`src/rtl/sicb_pkg.sv`:
```
// package: register map, field positions, reset values and widths
package sicb_pkg;
  localparam int ADDR_W = 8;
  localparam int DATA_W = 8;
  localparam int NUM_CH = 8;
  localparam int NUM_SEQ_CH = 6;
  localparam int NUM_REGS = 11;
  localparam logic [7:0] OFF_OVHF = 8'h15;
  localparam logic [7:0] OFF_OVLF = 8'h16;
  localparam logic [7:0] OFF_SEQ_ON = 8'h17;
  localparam logic [7:0] OFF_SEQ_OFF = 8'h18;
  localparam logic [7:0] OFF_SLP_EXIT = 8'h19;
  localparam logic [7:0] OFF_SLP_ENTRY = 8'h1A;
  localparam logic [7:0] OFF_CONTROL = 8'h1B;
  localparam logic [7:0] OFF_TEST = 8'h1C;
  localparam logic [7:0] OFF_VENDOR = 8'h1D;
  localparam logic [7:0] OFF_MON_EN = 8'h1E;
  localparam logic [7:0] OFF_RANGE = 8'h1F;
  // writable bits of each register; all others read zero
  localparam logic [7:0] MASK_FULL = 8'hFF;
  localparam logic [7:0] MASK_SEQ = 8'h3F;
  localparam logic [7:0] MASK_CONTROL = 8'h17;
  localparam logic [7:0] MASK_TEST = 8'h0B;
  localparam logic [7:0] MASK_VENDOR = 8'h00;
  localparam logic [7:0] RST_ZERO = 8'h00;
  // control-fault enable bit positions
  localparam int CTL_PEC_BIT = 0;
  localparam int CTL_SYNC_BIT = 1;
  localparam int CTL_TSD_BIT = 2;
  localparam int CTL_CRC_BIT = 4;
  // test-fault enable bit positions
  localparam int TST_FAIL_BIT = 0;
  localparam int TST_DONE_BIT = 1;
  localparam int TST_ECC_BIT = 3;
  // threshold scaling: step and base in mV for 1x and 4x
  localparam int STEP_1X_MV = 5;
  localparam int STEP_4X_MV = 20;
  localparam int BASE_1X_MV = 200;
  localparam int BASE_4X_MV = 800;
  localparam int MV_W = 13;
  typedef enum logic [3:0] {
    SICB_IDX_OVHF,
    SICB_IDX_OVLF,
    SICB_IDX_SEQ_ON,
    SICB_IDX_SEQ_OFF,
    SICB_IDX_SLP_EXIT,
    SICB_IDX_SLP_ENTRY,
    SICB_IDX_CONTROL,
    SICB_IDX_TEST,
    SICB_IDX_VENDOR,
    SICB_IDX_MON_EN,
    SICB_IDX_RANGE,
    SICB_IDX_NONE
  } sicb_idx_t;
endpackage

```
`src/rtl/sicb_bank.sv`:
```
// interrupt-enable and channel-configuration register bank
`timescale 1ns/1ps
// What this block does
// - hf overvoltage enable per channel, eight bits
// - lf overvoltage enable per channel, eight bits
// - power-on sequence enables, channels one to six
// - power-off sequence enables, top bits reserved
// - sleep-exit sequence enables, channels one to six
// - sleep-entry sequence enables, channels one to six
// - control bit 4 enables checksum fault
// - control bit 2 enables overtemperature fault
// - control bit 1 enables sync pin fault
// - control bit 0 enables packet check fault
// - test bit 3 enables corrected bit
// - test bit 1 enables selftest done
// - test bit 0 enables selftest fail
// - vendor enable register fully reserved, read-only
// - monitor enable per channel, eight bits
// - range bit selects 1x or 4x scaling
// - overvoltage enables reset to zero
// - threshold code decoded per range bit
module sicb_bank (
  input wire logic clk_sys_in,
  input wire logic arst_n_in,
  input wire logic [7:0] addr_in,
  input wire logic [7:0] wdata_in,
  input wire logic wr_in,
  input wire logic rd_in,
  output logic [7:0] rdata_out,
  input wire logic [7:0] ovhf_fault_in,
  input wire logic [7:0] ovlf_fault_in,
  input wire logic [5:0] seq_on_fault_in,
  input wire logic [5:0] seq_off_fault_in,
  input wire logic [5:0] slp_exit_fault_in,
  input wire logic [5:0] slp_entry_fault_in,
  input wire logic checksum_fault_in,
  input wire logic overtemp_fault_in,
  input wire logic sync_pin_fault_in,
  input wire logic packet_check_fault_in,
  input wire logic corrected_bit_fault_in,
  input wire logic selftest_done_in,
  input wire logic selftest_fail_in,
  input wire logic [2:0] thr_ch_in,
  input wire logic [7:0] thr_code_in,
  output logic [12:0] thr_mv_out,
  output logic [7:0] channel_monitor_enable_out,
  output logic [7:0] channel_range_scaling_out,
  output logic irq_n_out,
  output logic irq_oe_out
);
  // ----------------------------------------
  // address decode
  // ----------------------------------------
  function automatic sicb_pkg::sicb_idx_t sicb_decode(input logic [7:0] a);
    if (a == sicb_pkg::OFF_OVHF)
      return sicb_pkg::SICB_IDX_OVHF;
    else if (a == sicb_pkg::OFF_OVLF)
      return sicb_pkg::SICB_IDX_OVLF;
    else if (a == sicb_pkg::OFF_SEQ_ON)
      return sicb_pkg::SICB_IDX_SEQ_ON;
    else if (a == sicb_pkg::OFF_SEQ_OFF)
      return sicb_pkg::SICB_IDX_SEQ_OFF;
    else if (a == sicb_pkg::OFF_SLP_EXIT)
      return sicb_pkg::SICB_IDX_SLP_EXIT;
    else if (a == sicb_pkg::OFF_SLP_ENTRY)
      return sicb_pkg::SICB_IDX_SLP_ENTRY;
    else if (a == sicb_pkg::OFF_CONTROL)
      return sicb_pkg::SICB_IDX_CONTROL;
    else if (a == sicb_pkg::OFF_TEST)
      return sicb_pkg::SICB_IDX_TEST;
    else if (a == sicb_pkg::OFF_VENDOR)
      return sicb_pkg::SICB_IDX_VENDOR;
    else if (a == sicb_pkg::OFF_MON_EN)
      return sicb_pkg::SICB_IDX_MON_EN;
    else if (a == sicb_pkg::OFF_RANGE)
      return sicb_pkg::SICB_IDX_RANGE;
    else
      return sicb_pkg::SICB_IDX_NONE;
  endfunction

  function automatic logic [7:0] sicb_mask(input sicb_pkg::sicb_idx_t i);
    logic [7:0] m;
    m = sicb_pkg::MASK_FULL;
    case (i)
      sicb_pkg::SICB_IDX_SEQ_ON,
      sicb_pkg::SICB_IDX_SEQ_OFF,
      sicb_pkg::SICB_IDX_SLP_EXIT,
      sicb_pkg::SICB_IDX_SLP_ENTRY: m = sicb_pkg::MASK_SEQ;
      sicb_pkg::SICB_IDX_CONTROL: m = sicb_pkg::MASK_CONTROL;
      sicb_pkg::SICB_IDX_TEST: m = sicb_pkg::MASK_TEST;
      sicb_pkg::SICB_IDX_VENDOR: m = sicb_pkg::MASK_VENDOR;
      sicb_pkg::SICB_IDX_NONE: m = 8'h00;
      default: m = sicb_pkg::MASK_FULL;
    endcase
    return m;
  endfunction

  sicb_pkg::sicb_idx_t wr_idx;
  sicb_pkg::sicb_idx_t rd_idx;
  logic [87:0] regs;
  logic [7:0] en_ovhf;
  logic [7:0] en_ovlf;
  logic [7:0] en_son;
  logic [7:0] en_soff;
  logic [7:0] en_sex;
  logic [7:0] en_sen;
  logic [7:0] en_ctl;
  logic [7:0] en_tst;
  logic [63:0] faults;
  logic [63:0] enables;

  assign wr_idx = sicb_decode(addr_in);
  assign rd_idx = sicb_decode(addr_in);

  // ----------------------------------------
  // register storage
  // ----------------------------------------
  // mask applied on both write and read, so reserved bits stay zero
  sicb_reg_mem u_mem (
    .clk_sys_in(clk_sys_in),
    .arst_n_in(arst_n_in),
    .wr_en_in(wr_in),
    .wr_idx_in(4'(wr_idx)),
    .wr_data_in(wdata_in),
    .wr_mask_in(sicb_mask(wr_idx)),
    .rd_en_in(rd_in),
    .rd_idx_in(4'(rd_idx)),
    .rd_mask_in(sicb_mask(rd_idx)),
    .rd_data_out(rdata_out),
    .all_regs_out(regs)
  );

  assign en_ovhf = regs[int'(sicb_pkg::SICB_IDX_OVHF)*8 +: 8];
  assign en_ovlf = regs[int'(sicb_pkg::SICB_IDX_OVLF)*8 +: 8];
  assign en_son = regs[int'(sicb_pkg::SICB_IDX_SEQ_ON)*8 +: 8];
  assign en_soff = regs[int'(sicb_pkg::SICB_IDX_SEQ_OFF)*8 +: 8];
  assign en_sex = regs[int'(sicb_pkg::SICB_IDX_SLP_EXIT)*8 +: 8];
  assign en_sen = regs[int'(sicb_pkg::SICB_IDX_SLP_ENTRY)*8 +: 8];
  assign en_ctl = regs[int'(sicb_pkg::SICB_IDX_CONTROL)*8 +: 8];
  assign en_tst = regs[int'(sicb_pkg::SICB_IDX_TEST)*8 +: 8];
  assign channel_monitor_enable_out = regs[int'(sicb_pkg::SICB_IDX_MON_EN)*8 +: 8];
  assign channel_range_scaling_out = regs[int'(sicb_pkg::SICB_IDX_RANGE)*8 +: 8];

  // ----------------------------------------
  // interrupt gating
  // ----------------------------------------
  // faults and enables packed in matching lanes; unused lanes zero
  assign faults = {ovhf_fault_in, ovlf_fault_in,
                   2'b00, seq_on_fault_in, 2'b00, seq_off_fault_in,
                   2'b00, slp_exit_fault_in, 2'b00, slp_entry_fault_in,
                   3'b000, checksum_fault_in, 1'b0, overtemp_fault_in,
                   sync_pin_fault_in, packet_check_fault_in,
                   4'h0, corrected_bit_fault_in, 1'b0,
                   selftest_done_in, selftest_fail_in};
  assign enables = {en_ovhf, en_ovlf, en_son, en_soff, en_sex, en_sen,
                    en_ctl, en_tst};

  sicb_irq_gate u_irq (
    .clk_sys_in(clk_sys_in),
    .arst_n_in(arst_n_in),
    .fault_in(faults),
    .enable_in(enables),
    .irq_n_out(irq_n_out),
    .irq_oe_out(irq_oe_out)
  );

  // ----------------------------------------
  // threshold decode
  // ----------------------------------------
  // registered; one cycle behind the code/channel inputs
  always_ff @(posedge clk_sys_in or negedge arst_n_in)
  begin
    if (!arst_n_in)
      thr_mv_out <= 13'h0000;
    else if (channel_range_scaling_out[thr_ch_in])
      thr_mv_out <= 13'(sicb_pkg::BASE_4X_MV + sicb_pkg::STEP_4X_MV * int'(thr_code_in));
    else
      thr_mv_out <= 13'(sicb_pkg::BASE_1X_MV + sicb_pkg::STEP_1X_MV * int'(thr_code_in));
  end

  // ----------------------------------------
  // assertions
  // ----------------------------------------
  a_ovhf_reset: assert property (
    @(posedge clk_sys_in)
    $rose(arst_n_in)
    |-> (en_ovhf == 8'h00 && en_ovlf == 8'h00))
    else $error("overvoltage enables not zero after reset");
  a_ovhf_write: assert property (
    @(posedge clk_sys_in) disable iff (!arst_n_in)
    (wr_in && addr_in == sicb_pkg::OFF_OVHF)
    |=> en_ovhf == $past(wdata_in))
    else $error("hf enable write lost");
  a_ovlf_write: assert property (
    @(posedge clk_sys_in) disable iff (!arst_n_in)
    (wr_in && addr_in == sicb_pkg::OFF_OVLF)
    |=> en_ovlf == $past(wdata_in))
    else $error("lf enable write lost");
  a_son_write: assert property (
    @(posedge clk_sys_in) disable iff (!arst_n_in)
    (wr_in && addr_in == sicb_pkg::OFF_SEQ_ON)
    |=> en_son == ($past(wdata_in) & sicb_pkg::MASK_SEQ))
    else $error("power-on enable write wrong");
  a_soff_write: assert property (
    @(posedge clk_sys_in) disable iff (!arst_n_in)
    (wr_in && addr_in == sicb_pkg::OFF_SEQ_OFF)
    |=> en_soff == ($past(wdata_in) & sicb_pkg::MASK_SEQ))
    else $error("power-off enable write wrong");
  a_sex_write: assert property (
    @(posedge clk_sys_in) disable iff (!arst_n_in)
    (wr_in && addr_in == sicb_pkg::OFF_SLP_EXIT)
    |=> en_sex == ($past(wdata_in) & sicb_pkg::MASK_SEQ))
    else $error("sleep-exit enable write wrong");
  a_sen_write: assert property (
    @(posedge clk_sys_in) disable iff (!arst_n_in)
    (wr_in && addr_in == sicb_pkg::OFF_SLP_ENTRY)
    |=> en_sen == ($past(wdata_in) & sicb_pkg::MASK_SEQ))
    else $error("sleep-entry enable write wrong");
  a_ctl_write: assert property (
    @(posedge clk_sys_in) disable iff (!arst_n_in)
    (wr_in && addr_in == sicb_pkg::OFF_CONTROL)
    |=> en_ctl == ($past(wdata_in) & sicb_pkg::MASK_CONTROL))
    else $error("control enable write wrong");
  a_test_write: assert property (
    @(posedge clk_sys_in) disable iff (!arst_n_in)
    (wr_in && addr_in == sicb_pkg::OFF_TEST)
    |=> en_tst == ($past(wdata_in) & sicb_pkg::MASK_TEST))
    else $error("test enable write wrong");
  a_mon_write: assert property (
    @(posedge clk_sys_in) disable iff (!arst_n_in)
    (wr_in && addr_in == sicb_pkg::OFF_MON_EN)
    |=> channel_monitor_enable_out == $past(wdata_in))
    else $error("monitor enable write lost");
  a_range_write: assert property (
    @(posedge clk_sys_in) disable iff (!arst_n_in)
    (wr_in && addr_in == sicb_pkg::OFF_RANGE)
    |=> channel_range_scaling_out == $past(wdata_in))
    else $error("range write lost");
  a_seq_reserved: assert property (
    @(posedge clk_sys_in) disable iff (!arst_n_in)
    (en_son[7:6] == 2'b00 && en_soff[7:6] == 2'b00
     && en_sex[7:6] == 2'b00 && en_sen[7:6] == 2'b00))
    else $error("sequence reserved bits set");
  a_ctl_reserved: assert property (
    @(posedge clk_sys_in) disable iff (!arst_n_in)
    (en_ctl[7:5] == 3'b000 && en_ctl[3] == 1'b0))
    else $error("control reserved bits set");
  a_test_reserved: assert property (
    @(posedge clk_sys_in) disable iff (!arst_n_in)
    (en_tst[7:4] == 4'h0 && en_tst[2] == 1'b0))
    else $error("test reserved bits set");
  a_vendor_zero: assert property (
    @(posedge clk_sys_in) disable iff (!arst_n_in)
    (rd_in && addr_in == sicb_pkg::OFF_VENDOR)
    |=> rdata_out == 8'h00)
    else $error("vendor register read nonzero");
  a_read_back: assert property (
    @(posedge clk_sys_in) disable iff (!arst_n_in)
    (rd_in && addr_in == sicb_pkg::OFF_MON_EN)
    |=> rdata_out == channel_monitor_enable_out)
    else $error("monitor enable readback wrong");
  a_unmapped_read: assert property (
    @(posedge clk_sys_in) disable iff (!arst_n_in)
    (rd_in && addr_in == 8'h20)
    |=> rdata_out == 8'h00)
    else $error("unmapped read nonzero");
  a_unmapped_write: assert property (
    @(posedge clk_sys_in) disable iff (!arst_n_in)
    (wr_in && (addr_in < sicb_pkg::OFF_OVHF || addr_in > sicb_pkg::OFF_RANGE))
    |=> $stable(regs))
    else $error("unmapped write changed a register");
  a_irq_gated: assert property (
    @(posedge clk_sys_in) disable iff (!arst_n_in)
    ((faults & enables) == 64'h0)
    |=> !irq_oe_out)
    else $error("interrupt driven for disabled fault");
  a_ovhf_gate: assert property (
    @(posedge clk_sys_in) disable iff (!arst_n_in)
    (|(ovhf_fault_in & en_ovhf))
    |=> irq_oe_out)
    else $error("enabled hf fault gave no interrupt");
  a_ovlf_gate: assert property (
    @(posedge clk_sys_in) disable iff (!arst_n_in)
    (|(ovlf_fault_in & en_ovlf))
    |=> irq_oe_out)
    else $error("enabled lf fault gave no interrupt");
  a_son_gate: assert property (
    @(posedge clk_sys_in) disable iff (!arst_n_in)
    (|(seq_on_fault_in & en_son[5:0]))
    |=> irq_oe_out)
    else $error("enabled power-on fault gave no interrupt");
  a_soff_gate: assert property (
    @(posedge clk_sys_in) disable iff (!arst_n_in)
    (|(seq_off_fault_in & en_soff[5:0]))
    |=> irq_oe_out)
    else $error("enabled power-off fault gave no interrupt");
  a_sex_gate: assert property (
    @(posedge clk_sys_in) disable iff (!arst_n_in)
    (|(slp_exit_fault_in & en_sex[5:0]))
    |=> irq_oe_out)
    else $error("enabled sleep-exit fault gave no interrupt");
  a_sen_gate: assert property (
    @(posedge clk_sys_in) disable iff (!arst_n_in)
    (|(slp_entry_fault_in & en_sen[5:0]))
    |=> irq_oe_out)
    else $error("enabled sleep-entry fault gave no interrupt");
  a_crc_gate: assert property (
    @(posedge clk_sys_in) disable iff (!arst_n_in)
    (checksum_fault_in && en_ctl[sicb_pkg::CTL_CRC_BIT])
    |=> irq_oe_out)
    else $error("enabled checksum fault gave no interrupt");
  a_irq_raised: assert property (
    @(posedge clk_sys_in) disable iff (!arst_n_in)
    (overtemp_fault_in && en_ctl[sicb_pkg::CTL_TSD_BIT])
    |=> irq_oe_out)
    else $error("enabled overtemp fault gave no interrupt");
  a_sync_gate: assert property (
    @(posedge clk_sys_in) disable iff (!arst_n_in)
    (sync_pin_fault_in && en_ctl[sicb_pkg::CTL_SYNC_BIT])
    |=> irq_oe_out)
    else $error("enabled sync fault gave no interrupt");
  a_pec_gate: assert property (
    @(posedge clk_sys_in) disable iff (!arst_n_in)
    (packet_check_fault_in && en_ctl[sicb_pkg::CTL_PEC_BIT])
    |=> irq_oe_out)
    else $error("enabled packet fault gave no interrupt");
  a_ecc_gate: assert property (
    @(posedge clk_sys_in) disable iff (!arst_n_in)
    (corrected_bit_fault_in && en_tst[sicb_pkg::TST_ECC_BIT])
    |=> irq_oe_out)
    else $error("enabled corrected-bit event gave no interrupt");
  a_test_gate: assert property (
    @(posedge clk_sys_in) disable iff (!arst_n_in)
    ((selftest_fail_in && en_tst[sicb_pkg::TST_FAIL_BIT])
     || (selftest_done_in && en_tst[sicb_pkg::TST_DONE_BIT]))
    |=> irq_oe_out)
    else $error("enabled selftest event gave no interrupt");
  a_range_decode: assert property (
    @(posedge clk_sys_in) disable iff (!arst_n_in)
    (channel_range_scaling_out[thr_ch_in] && thr_code_in == 8'hFF
     && $stable(channel_range_scaling_out))
    |=> thr_mv_out == 13'h170C)
    else $error("4x threshold top code wrong");
  a_range_floor: assert property (
    @(posedge clk_sys_in) disable iff (!arst_n_in)
    (!channel_range_scaling_out[thr_ch_in] && thr_code_in == 8'h00)
    |=> thr_mv_out == 13'h00C8)
    else $error("1x threshold bottom code wrong");

  // ----------------------------------------
  // cover points
  // ----------------------------------------
  c_hf_irq: cover property (@(posedge clk_sys_in) disable iff (!arst_n_in)
    (|(ovhf_fault_in & en_ovhf)) ##1 irq_oe_out);
  c_seq_write: cover property (@(posedge clk_sys_in) disable iff (!arst_n_in)
    wr_in && addr_in == sicb_pkg::OFF_SEQ_OFF);
  c_range_4x: cover property (@(posedge clk_sys_in) disable iff (!arst_n_in)
    |channel_range_scaling_out);
  c_ecc_irq: cover property (@(posedge clk_sys_in) disable iff (!arst_n_in)
    corrected_bit_fault_in && en_tst[sicb_pkg::TST_ECC_BIT]);
  c_crc_irq: cover property (@(posedge clk_sys_in) disable iff (!arst_n_in)
    checksum_fault_in && en_ctl[sicb_pkg::CTL_CRC_BIT]);
endmodule

```
`src/rtl/sicb_irq_gate.sv`:
```
// gates raw fault events onto an active-low open-drain interrupt
`timescale 1ns/1ps
module sicb_irq_gate (
  input wire logic clk_sys_in,
  input wire logic arst_n_in,
  input wire logic [63:0] fault_in,
  input wire logic [63:0] enable_in,
  output logic irq_n_out,
  output logic irq_oe_out
);
  logic any_r;

  // registered so a combinational glitch never reaches the pin
  always_ff @(posedge clk_sys_in or negedge arst_n_in)
  begin
    if (!arst_n_in)
      any_r <= 1'b0;
    else
      any_r <= |(fault_in & enable_in);
  end

  // open drain: pin only ever pulled low
  assign irq_n_out = 1'b0;
  assign irq_oe_out = any_r;
endmodule

```
`src/rtl/sicb_reg_mem.sv`:
```
// small register memory with masked writes and registered read data
`timescale 1ns/1ps
module sicb_reg_mem (
  input wire logic clk_sys_in,
  input wire logic arst_n_in,
  input wire logic wr_en_in,
  input wire logic [3:0] wr_idx_in,
  input wire logic [7:0] wr_data_in,
  input wire logic [7:0] wr_mask_in,
  input wire logic rd_en_in,
  input wire logic [3:0] rd_idx_in,
  input wire logic [7:0] rd_mask_in,
  output logic [7:0] rd_data_out,
  output logic [87:0] all_regs_out
);
  logic [7:0] mem_r [sicb_pkg::NUM_REGS];

  always_ff @(posedge clk_sys_in or negedge arst_n_in)
  begin
    if (!arst_n_in)
    begin
      for (int i = 0; i < sicb_pkg::NUM_REGS; i++)
        mem_r[i] <= sicb_pkg::RST_ZERO;
    end
    else if (wr_en_in && (int'(wr_idx_in) < sicb_pkg::NUM_REGS))
    begin
      // reserved bits never store
      mem_r[wr_idx_in] <= wr_data_in & wr_mask_in;
    end
  end

  // unmapped reads return zero
  always_ff @(posedge clk_sys_in or negedge arst_n_in)
  begin
    if (!arst_n_in)
      rd_data_out <= 8'h00;
    else if (rd_en_in && (int'(rd_idx_in) < sicb_pkg::NUM_REGS))
      rd_data_out <= mem_r[rd_idx_in] & rd_mask_in;
    else
      rd_data_out <= 8'h00;
  end

  always_comb
  begin
    for (int i = 0; i < sicb_pkg::NUM_REGS; i++)
      all_regs_out[i*8 +: 8] = mem_r[i];
  end
endmodule

```
`config.mk`:
```
export PLATFORM = sky130hd
export DESIGN_NAME = sicb_bank
export DESIGN_NICKNAME = d
export VERILOG_FILES = /design/src/rtl/sicb_pkg.sv /design/src/rtl/sicb_bank.sv /design/src/rtl/sicb_irq_gate.sv /design/src/rtl/sicb_reg_mem.sv
export SDC_FILE = /design/constraint.sdc
export NUM_CORES = 1
export LEC_CHECK = 0
export ABC_AREA = 1
export BUFFER_PORTS_ARGS = -buffer_cell sky130_fd_sc_hd__buf_2
export CAP_MARGIN = 25
export CORE_MARGIN = 2
export CORE_UTILIZATION = 51
export CTS_CLUSTER_SIZE = 12
export DETAILED_ROUTE_END_ITERATION = 8
export GPL_ROUTABILITY_DRIVEN = 0
export PLACE_DENSITY = 0.85
export SLEW_MARGIN = 20
export SYNTH_ARGS = -nofsm -noshare
export SYNTH_HDL_FRONTEND = slang
export SYNTH_HIERARCHICAL = 1
export SYNTH_SLANG_ARGS = --single-unit
```
`constraint.sdc`:
```
create_clock -name clk_sys_in -period 1.2 [get_ports clk_sys_in]
set_input_delay 0.12 -clock clk_sys_in [delete_from_list [all_inputs] [get_ports clk_sys_in]]
set_output_delay 0.12 -clock clk_sys_in [all_outputs]
set_load 0.05 [all_outputs]
```
==> results_dict.tcl, run 1 <==
set metrics [dict create \
    synth_warnings 6 \
    syn_area_um2 6430 \
    die_y_um 116 \
    worst_endpoint "u_mem/all_regs_out[23]$_DFFE_PN0P_/D" \
    antenna_found_initial 4 \
    failed_stage "5_1_grt" \
    stop_error "[ERROR GRT-0232] Routing congestion too high. Check the congestion heatmap in the GUI." \
    chipWidth_um 116 \
    cts_buffers 9 \
    place_ws_ns -0.963 \
    place_inst 1245 \
    synth_top_cell_area_share_pct 42.8 \
    port_buffers 115 \
    cts_htree_levels 3 \
    synth_area_per_cell_um2 7.25 \
    endpoint_type "sequential cell input" \
    synth_edf_count 0 \
    ios 117 \
    start_util_pct 51.6 \
    grt_start_max_net_pins 36 \
    cts_sinks 110 \
    synth-seq-cells 110 \
    synthFlopType "dfrtp_1" \
    synth_top_cell_by_area "dfrtp_1" \
    overflow 2 \
    cts_buffer_depth 2 \
    ys_seq_area_share_pct 42.8 \
    clockRootBuffer "clkbuf_16" \
    ys_async_sr_fraction_pct 100 \
    ys_types 39 \
    run_status "stopped before the end" \
    hpwl_mm 14.5 \
    synth_area_leaders "dfrtp_1 (43%), nand2_1 (19%), o21ai_0 (8.2%)" \
    netlist_instances 887 \
    placementRows 41 \
    grt_usage_pct 69.2 \
]
-- cell usage after synthesis, types with 3 or more instances --
| master | number |
|---|---|
| a21oi_1 | 18 |
| xnor2_1 | 3 |
| nand3b_1 | 5 |
| dfrtp_1 | 110 |
| buf_1 | 3 |
| o211ai_1 | 7 |
| nand4_1 | 20 |
| clkbuf_1 | 19 |
| o21ai_0 | 106 |
| nor2_1 | 53 |
| nor3_1 | 5 |
| buf_2 | 9 |
| nand2_1 | 331 |
| nand3_1 | 51 |
| fa_1 | 5 |
| ha_1 | 22 |
| xor2_1 | 4 |
| inv_1 | 83 |
| o21ai_2 | 3 |
| o21ai_1 | 6 |
-- layer usage --
metal  global-route usage, %  overflow
met1                    67.9         0
met2                    87.6         1
met3                    53.8         0
met4                    68.5         1
met5                    21.9         0
-- cells by family after synthesis --
logic type,synth area share [%]
and+or+nand+nor,30.6
other,0.117
xor gates and xnor gates,0.953
buffers and inverters,7.64
AOI/OAI and AO/OA,12.1
adders and majority gates,5.83
DFF,42.8
-- stage by stage --
stage          hold WS [ns]  setup TNS, ns  util, %  area [um^2]
4_1_cts             0.00101         -21.62     78.9         9830
3_5_place_dp         0.0767         -66.27     66.2         8260
3_3_place_gp         0.0701         -60.91     66.2         8260
2_1_floorplan        -0.176         -46.01        -         7040
-- timing repair --
action / in CTS
pin swaps: 73
buffers inserted: 30
endpoints found under the hold margin: 23
hold buffers: 1
gates cloned: 9
setup endpoints to repair: 114
gates resized for setup: 213
==> run 2, diff against run 1 <==
--- a/config.mk
+++ b/config.mk
@@ -9,11 +9,10 @@
 export BUFFER_PORTS_ARGS = -buffer_cell sky130_fd_sc_hd__buf_2
 export CAP_MARGIN = 25
 export CORE_MARGIN = 2
-export CORE_UTILIZATION = 51
-export CTS_CLUSTER_SIZE = 12
+export CORE_UTILIZATION = 40
 export DETAILED_ROUTE_END_ITERATION = 8
 export GPL_ROUTABILITY_DRIVEN = 0
-export PLACE_DENSITY = 0.85
+export PLACE_DENSITY_LB_ADDON = 0.15
 export SLEW_MARGIN = 20
 export SYNTH_ARGS = -nofsm -noshare
 export SYNTH_HDL_FRONTEND = slang
==> constraint.sdc (replaced) <==
create_clock -name clk_sys_in -period 1.6 [get_ports clk_sys_in]
set_input_delay 0.16 -clock clk_sys_in [delete_from_list [all_inputs] [get_ports clk_sys_in]]
set_output_delay 0.16 -clock clk_sys_in [all_outputs]
set_load 0.05 [all_outputs]
==> run 2 against run 1 <==
Effect of this change:
- the flow now finishes, with violations (setup timing)
- area after synthesis stayed put
- synthesized cell count stayed put
==> results_dict.tcl, run 2 <==
set metrics [dict create \
    cts_buffer_depth 2 \
    netlist_instances 887 \
    layout_common_cells "nand2_1 (299), dfrtp_1 (110), buf_2 (109)" \
    drc 0 \
    synth_top_cell_by_area "dfrtp_1" \
    synth_edf_count 0 \
    chipWidth_um 131 \
    cts_htree_levels 3 \
    cts_buffers 9 \
    ant_nets 0 \
    clk_pin_slew_ns 0.08 \
    cp_top_family "adder cells" \
    tightestPinTransition_ns 0.522 \
    final_cells 1308 \
    worstSetupStartpointType "primary input" \
    synth_top_cell_area_share_pct 42.8 \
    die_y_um 131 \
    hpwl_mm 14.3 \
    finClkSkew_ns 0.00906 \
    grt_first_pass_wirelength_mm 31.1 \
    largest_register_ffs 88 \
    run_status "finished, violations left" \
    clk_latency_ns 0.36 \
    grt_setup_unrepaired "true" \
    placementRows 46 \
    drv_cap 0 \
    antenna_found_initial 0 \
    grt_start_max_net_pins 72 \
    arrival_ns 1.92 \
    syn_to_final_growth_pct 38.6 \
    failed_checks "setup timing" \
    grt_usage_pct 23.9 \
    tns_ns -0.0543 \
    criticalPathCategory "in2reg" \
    synth_area_per_cell_um2 7.25 \
    fmax_mhz 612 \
    cp_slowest_cell "fa_2" \
    port_buffers 115 \
    ys_seq_area_share_pct 42.8 \
    critPathMaxStageDelay_ns 0.57 \
    start_util_pct 40.6 \
    cp-end-kind "flip-flop" \
    hold_viol 0 \
    grt_pass1_vias 5975 \
    wl_mm 20.2 \
    post-route-min-period_ns 1.63 \
    critPathBufInv 3 \
    synth_warnings 6 \
    critPathMaxFanout 4 \
    period_share_pct 102 \
    drive_above_1_share_pct 30.2 \
    ir_drop_uv 507 \
    synth_common_cells "nand2_1 (331), dfrtp_1 (110), o21ai_0 (106)" \
    synth-seq-cells 110 \
    via_per_inst 4.90 \
    firstDrtPassIters 5 \
    multi_input_area_um2 3790 \
    synthFlopType "dfrtp_1" \
    nets 1192 \
    wl_per_cell_um 15.5 \
    overflow 0 \
    synth_most_common_cell "nand2_1" \
    regArea_um2 2750 \
    hp-class "in2reg" \
    report.final.setup_viol 2 \
    n_antenna_cell 0 \
    ys_types 39 \
    placed_area_um2 8110 \
    num_vias 6406 \
    ys_async_sr_fraction_pct 100 \
    slew_violations 0 \
    slew-limit-headroom_pct 65.2 \
    place_inst 1277 \
    finalWorstSetupSlack_ns -0.0328 \
    syn_area_um2 6430 \
    powerDensity_nw_per_um2 765 \
    dieArea_um2 17100 \
    cp.required_ns 1.89 \
    mostFrequentLayoutCell "nand2_1" \
    clockRootBuffer "clkbuf_16" \
    nFillCells 1541 \
    p_leak_nw 4.35 \
    dr.first_iter.drc_count 471 \
    synth_area_leaders "dfrtp_1 (43%), nand2_1 (19%), o21ai_0 (8.2%)" \
    cts_tree "yes" \
    cts_sinks 110 \
    final_cell_area_um2 8920 \
    path_cells "buf_8 > ha_4 > inv_2 > fa_2 > inv_2 > ha_4 > a21o_1 > nand2_1 > nand3_2 > xor2_2 > o21ai_2" \
    ios 117 \
    core_um2 15800 \
]
run 2: through the flow:
step / util, % / hold WS (ns) / power [mW] / setup WS, ns
after global placement: 51.2 / 0.213 / 4.34 / -0.440
after CTS: 53.7 / 0.0699 / 6.81 / -0.0117
after detailed placement: 51.2 / 0.207 / 4.35 / -0.478
after floorplan: - / -0.136 / 3.82 / -0.276
after global routing: 56.4 / 0.0867 / 7.14 / -0.125
final: 56.4 / 0.0780 / 6.83 / -0.0328
run 2: timing repair:
item                                   CTS  global route
setup endpoints to repair                6            99
pin swaps                               12            25
buffers inserted                         2             8
hold buffers                             1             0
endpoints found under the hold margin  110             0
gates resized for setup                  9            97
cloned                                   1             3
run 2: final cells by class:
| type | count | area share [%] |
|---|---|---|
| repair buffers | 204 | 16.3 |
| clock buffers | 11 | 2.83 |
| well taps | 216 | 3.03 |
| flip-flops and latches | 110 | 30.9 |
| multi-input cells | 676 | 42.5 |
| inverters | 86 | 3.70 |
| clock inverters | 5 | 0.729 |
run 2: worst register-to-register path: cells and delay by family, from the launching register on:
family	cells	cell delay, ns
simple gates	5	0.47
buf+inv	1	0.12
flops	1	0.41
compound gates	2	0.22
run 2: worst paths after layout:
path,to,cells after the start,slack (ns),startpoint
min in group asynchronous,u_mem/rd_data_out[0]$_DFF_PN0_,3,0.39,arst_n_in
worst max register to register,thr_mv_out[8]$_DFF_PN0_,8,0.26,u_mem/all_regs_out[82]$_DFFE_PN0P_
max in group asynchronous,u_mem/all_regs_out[4]$_DFFE_PN0P_,3,0.74,arst_n_in
worst max-delay path,thr_mv_out[9]$_DFF_PN0_,11,-0.03,thr_code_in[5]
worst min-delay path,thr_mv_out[0]$_DFF_PN0_,3,0.08,thr_code_in[0]
worst min register to register,u_mem/all_regs_out[67]$_DFFE_PN0P_,2,0.49,u_mem/all_regs_out[67]$_DFFE_PN0P_
run 2: report_power, final:
| part | internal, mW | switching [mW] | total, mW |
|---|---|---|---|
| Clock | 1.32 | 1.08 | 2.40 |
| Sequential | 2.86 | 0.0304 | 2.89 |
| Combinational | 0.587 | 0.953 | 1.54 |
| Total | 4.76 | 2.07 | 6.83 |
run 2: routing by layer:
metal  wire [um]  global-route usage [%]
met3        1040                    4.03
met4         430                    7.76
met2        9490                    38.8
met5           0                       0
met1        9290                    32.8
run 2: cell families (layout without fill, tap and decap cells):
family                     Yosys count  after routing  share of synthesized area [%]
AOI/OAI and AO/OA                  145            146                           12.1
buffers and inverters              120            306                           7.64
and+or+nand+nor                    476            478                           30.6
DFF                                110            110                           42.8
adders and majority gates           27             27                           5.83
other                                2             18                          0.117
xor gates and xnor gates             7              7                          0.953
(Power assumes the default switching activity.)
==> run 3, diff against run 2 <==
--- a/config.mk
+++ b/config.mk
@@ -9,7 +9,7 @@
 export BUFFER_PORTS_ARGS = -buffer_cell sky130_fd_sc_hd__buf_2
 export CAP_MARGIN = 25
 export CORE_MARGIN = 2
-export CORE_UTILIZATION = 40
+export CORE_UTILIZATION = 48
 export DETAILED_ROUTE_END_ITERATION = 8
 export GPL_ROUTABILITY_DRIVEN = 0
 export PLACE_DENSITY_LB_ADDON = 0.15
==> run 3 against run 2 <==
Effect of this change:
- the flow still finishes with violations (setup timing)
- routed wire length shrank 0.82%
- design area shrank 0.94%
- sequential share of layout area grew 0.29 points
- global-route usage grew 3.7 points
- register-to-register slack lost 0.03 ns
- final cell count shrank 2.4%
- clock skew grew 0.00056 ns
- setup slack lost 0.014 ns
- clock-buffer cell count shrank 1
- utilization grew 11 points
- largest power group unchanged
==> results_dict.tcl, run 3 (synthesized netlist as in run 2, its figures left out) <==
set metrics [dict create \
    grt_pass1_vias 6297 \
    start_util_pct 48.8 \
    antenna_found_initial 0 \
    num_vias 6651 \
    place_ws_ns -0.497 \
    cts_buffers 9 \
    drc 0 \
    arrival_ns 1.89 \
    utilization_pct 67.0 \
    via_per_inst 5.21 \
    design_power_total_mw 6.73 \
    mostFrequentLayoutCell "nand2_1" \
    nFillCells 1146 \
    critPathMaxStageDelay_ns 0.41 \
    clockRootBuffer "clkbuf_16" \
    ant_nets 0 \
    critPathBufInv 3 \
    port_buffers 115 \
    cp_slowest_cell "fa_2" \
    cp.required_ns 1.84 \
    placed_area_um2 8120 \
    finClkSkew_ns 0.00962 \
    failed_checks "setup timing" \
    grt_start_max_net_pins 60 \
    dr.first_iter.drc_count 567 \
    cp_top_family "adder cells" \
    ios 117 \
    cp-end-kind "flip-flop" \
    cpMostUsedCell "ha_4" \
    firstDrtPassIters 5 \
    clk_latency_ns 0.36 \
    grt_setup_unrepaired "true" \
    largest_register_ffs 88 \
    nets 1200 \
    cts_tree "yes" \
    path_cells "buf_8 > buf_6 > ha_4 > ha_4 > fa_2 > xor2_4 > buf_4 > or2_4 > nand3_2 > o21ai_1" \
    critPathMaxFanout 3 \
    report.final.setup_viol 3 \
    cts_buffer_depth 2 \
    wl_per_cell_um 15.7 \
    drive_above_1_share_pct 29.5 \
    cts_sinks 110 \
    criticalPathCategory "in2reg" \
    hp-class "in2reg" \
    hold_viol 0 \
    period_share_pct 103 \
    cts_htree_levels 3 \
    grt_first_pass_wirelength_mm 30.8 \
    clk_pin_slew_ns 0.07 \
    worstSetupStartpointType "primary input" \
    powerDensity_nw_per_um2 762 \
    fmax_mhz 607 \
    tns_ns -0.0959 \
    placementRows 42 \
    ir_drop_uv 513 \
    chipWidth_um 120 \
    die_y_um 120 \
    syn_to_final_growth_pct 37.3 \
    dieArea_um2 14300 \
    final_cell_area_um2 8840 \
    n_antenna_cell 0 \
    wl_mm 20.1 \
    core_um2 13200 \
    layout_common_cells "nand2_1 (309), buf_2 (110), dfrtp_1 (110)" \
    finalWorstSetupSlack_ns -0.0470 \
    slew_violations 0 \
    post-route-min-period_ns 1.65 \
    drv_cap 0 \
    hpwl_mm 14.1 \
    grt_usage_pct 27.6 \
    run_status "finished, violations left" \
    p_leak_nw 4.34 \
    overflow 0 \
]
==> run 3: cell count changes in the layout (fill, tap and decap cells not counted), moves of 5 or more <==
cell | before | now
buf_4 | 69 | 80
nand2_1 | 299 | 309
o21ai_2 | 10 | 3
nand2_2 | 27 | 22
==> run 3: where the power goes <==
group	leakage, nW	switching [mW]	internal [mW]	total (mW)
Sequential	1.51	0.0310	2.86	2.89
Clock	0.140	1.10	1.09	2.19
Combinational	2.68	1.00	0.656	1.66
==> run 3: repair_timing <==
action	CTS	global route
endpoints found under the setup margin	5	89
setup buffers	1	9
hold buffers	1	0
gates resized for setup	17	69
gates cloned	0	4
pin swaps	17	16
hold endpoints to repair	110	0
==> run 3: final timing paths <==
kind,slack (ns),from,cells past startpoint,to
setup / recovery,-0.05,thr_code_in[3],10,thr_mv_out[7]$_DFF_PN0_
hold / removal,0.07,thr_code_in[0],3,thr_mv_out[0]$_DFF_PN0_
setup reg to reg,0.23,u_mem/all_regs_out[82]$_DFFE_PN0P_,8,thr_mv_out[8]$_DFF_PN0_
hold reg to reg,0.49,u_mem/all_regs_out[64]$_DFFE_PN0P_,2,u_mem/all_regs_out[64]$_DFFE_PN0P_
max in group asynchronous,0.85,arst_n_in,3,u_mem/all_regs_out[33]$_DFFE_PN0P_
min in group asynchronous,0.20,arst_n_in,2,u_mem/rd_data_out[1]$_DFF_PN0_
==> run 3: worst reg2reg max path, cell delays in order (launching register included) <==
cell	delay, ns
dfrtp_1	0.42
o21ai_0	0.16
nor2_1	0.06
nor2_1	0.11
nand2_2	0.08
nand2_4	0.16
inv_4	0.13
nand2_1	0.09
o21ai_1	0.06
==> run 3: final cells by class <==
| class | count | area [um^2] | share of cell area [%] |
|---|---|---|---|
| clock buffer | 10 | 229 | 2.59 |
| timing repair buffer | 212 | 1490 | 16.9 |
| multi-input combinational | 676 | 3760 | 42.5 |
| sequential | 110 | 2750 | 31.2 |
| tap | 176 | 220 | 2.49 |
| inverter | 86 | 334 | 3.78 |
| clock inverter | 6 | 51.3 | 0.581 |
==> run 3: layer usage <==
metal | track usage, % | vias to the layer above | part of all wire [%]
li1 | - | 3255 | -
met1 | 36.4 | 3097 | 42
met2 | 44.6 | 253 | 48
met3 | 5.75 | 46 | 6.7
met4 | 10.9 | 0 | 3.4
met5 | 0 | - | 0
==> run 3: through the flow <==
stage,hold WS (ns),std cells
2_1_floorplan,-0.136,903
3_3_place_gp,0.000192,1245
3_5_place_dp,0.00572,1245
4_1_cts,0.0613,1263
5_1_grt,0.0653,1276
6_report,0.0685,1276
==> run 4, diff against run 3 <==
--- a/config.mk
+++ b/config.mk
@@ -8,8 +8,8 @@
 export ABC_AREA = 1
 export BUFFER_PORTS_ARGS = -buffer_cell sky130_fd_sc_hd__buf_2
 export CAP_MARGIN = 25
-export CORE_MARGIN = 2
-export CORE_UTILIZATION = 48
+export CORE_MARGIN = 5
+export CORE_UTILIZATION = 57
 export DETAILED_ROUTE_END_ITERATION = 8
 export GPL_ROUTABILITY_DRIVEN = 0
 export PLACE_DENSITY_LB_ADDON = 0.15
==> run 4 against run 3 <==
Effect of this change:
- the flow still finishes with violations (setup timing)
- sequential power barely moved
- routed wire length rose by 5.6%
- setup slack got worse by 0.12 ns
- sequential share of layout area rose by 0.53 points
- final cell count fell by 4.1%
- first-iteration DRC count rose by 18%
- clock power rose by 5%
- register-to-register slack barely moved
- critical path depth did not move
- worst hold slack improved by 0.023 ns
- die area fell by 5.8%
- critical endpoint unchanged
- largest cell class unchanged
- highest routed layer unchanged
==> results_dict.tcl, run 4 (synthesized netlist as in run 2, its figures left out) <==
set metrics [dict create \
    largest_register_ffs 88 \
    hp-class "in2reg" \
    n_antenna_cell 0 \
    syn_to_final_growth_pct 35.0 \
    hold_viol 0 \
    regArea_um2 2750 \
    clk_latency_ns 0.35 \
    slew_violations 0 \
    nets 1184 \
    fmax_mhz 567 \
    report.final.setup_viol 5 \
    worstSetupStartpointType "primary input" \
    wl_mm 21.2 \
    p_leak_nw 4.29 \
    via_per_inst 5.58 \
    antenna_found_initial 0 \
    cts_buffer_depth 2 \
    post-route-min-period_ns 1.76 \
    dr.first_iter.drc_count 670 \
    arrival_ns 2.00 \
    design_power_total_mw 6.82 \
    grt_setup_unrepaired "true" \
    failed_checks "setup timing" \
    grt_usage_pct 30.1 \
    overflow 0 \
    core_um2 10900 \
    num_vias 6825 \
    die_y_um 116 \
    grt_start_max_net_pins 66 \
    start_util_pct 58.8 \
    drv_cap 0 \
    powerDensity_nw_per_um2 785 \
    firstDrtPassIters 8 \
    grt_first_pass_wirelength_mm 31.3 \
    drc 0 \
    cp.required_ns 1.84 \
    run_status "finished, violations left" \
    cts_tree "yes" \
    cts_buffers 9 \
    ant_nets 0 \
    dieArea_um2 13500 \
    finalWorstSetupSlack_ns -0.164 \
    ir_drop_uv 619 \
    clockRootBuffer "clkbuf_16" \
    nFillCells 785 \
    criticalPathCategory "in2reg" \
    wl_per_cell_um 17.3 \
    layout_common_cells "nand2_1 (313), buf_2 (110), dfrtp_1 (110)" \
    multi_input_area_um2 3720 \
    grt_pass1_vias 6552 \
    mostFrequentLayoutCell "nand2_1" \
    tns_ns -0.538 \
    cts_sinks 110 \
    hpwl_mm 14.2 \
    port_buffers 115 \
    critPathMaxFanout 5 \
    chipWidth_um 116 \
    cts_htree_levels 3 \
    finClkSkew_ns 0.00402 \
    placementRows 38 \
    cp-end-kind "flip-flop" \
    clk_pin_slew_ns 0.07 \
    place_ws_ns -0.472 \
    period_share_pct 110 \
    ios 117 \
    drive_above_1_share_pct 29.0 \
]
-- run 4: changes by cell type in the layout (fill, tap and decap cells not counted), moves of 4 or more --
cell,previous run,this run
buf_4,80,65
nor3_2,1,5
a21oi_1,12,8
nor2_1,48,44
nor3_4,4,0
nand2_1,309,313
nand2_2,22,14
-- run 4: worst paths after layout --
| path | slack [ns] | depth (start not counted) | start | endpoint |
|---|---|---|---|---|
| hold reg to reg | 0.49 | 2 | u_mem/all_regs_out[66]$_DFFE_PN0P_ | u_mem/all_regs_out[66]$_DFFE_PN0P_ |
| setup / recovery | -0.16 | 10 | thr_code_in[5] | thr_mv_out[7]$_DFF_PN0_ |
| setup reg to reg | 0.24 | 8 | u_mem/all_regs_out[82]$_DFFE_PN0P_ | thr_mv_out[6]$_DFF_PN0_ |
| min in group asynchronous | 0.33 | 3 | arst_n_in | u_mem/rd_data_out[3]$_DFF_PN0_ |
| max in group asynchronous | 0.93 | 3 | arst_n_in | u_mem/all_regs_out[57]$_DFFE_PN0P_ |
| hold / removal | 0.09 | 3 | thr_code_in[0] | thr_mv_out[0]$_DFF_PN0_ |
-- run 4: final cells by class --
cell class / instances / area share [%]
clock inverters: 6 / 0.821
inverters: 86 / 3.79
well taps: 140 / 2.02
repair buffers: 199 / 16.2
clock buffers: 10 / 2.64
flip-flops and latches: 110 / 31.7
multi-input cells: 673 / 42.9
-- run 4: critical path: stages --
cell and delay (ns):
buf_8 0.09, ha_4 0.15, inv_2 0.04, fa_2 0.55, inv_2 0.06, ha_4 0.26
a21o_1 0.21, a31oi_1 0.22, xor2_1 0.17, o21ai_1 0.09
-- run 4: per-layer routing --
metal  vias to the layer above  wire [um]  global-route usage (%)
met4                         0       1150                    16.6
met2                       326      10100                    49.6
li1                       3230          -                       -
met1                      3183       8170                    37.2
met5                         -          0                       0
met3                        86       1760                    5.96
-- run 4: through the flow --
step	cell area [um^2]	hold WS [ns]	std cells	utilization, %
5_1_grt	8690	0.122	1224	79.4
3_5_place_dp	7980	0.173	1199	73.0
6_report	8690	0.0917	1224	79.4
2_1_floorplan	6820	-0.136	903	-
4_1_cts	8360	0.0806	1217	76.5
3_3_place_gp	7980	0.171	1199	73.0
-- run 4: repair_timing --
| action | in CTS | in global routing |
|---|---|---|
| cloned | 0 | 1 |
| endpoints found under the setup margin | 6 | 77 |
| pin swaps | 13 | 25 |
| buffers inserted | 1 | 6 |
| hold buffers | 1 | 0 |
| hold endpoints to repair | 110 | 0 |
| resized for setup | 15 | 77 |
-- run 4: power breakdown --
| part | switching, mW | internal, mW | leakage, nW |
|---|---|---|---|
| registers | 0.0276 | 2.86 | 1.51 |
| logic | 1.03 | 0.602 | 2.63 |
| clock network | 1.08 | 1.23 | 0.139 |
| total | 2.14 | 4.69 | 4.29 |
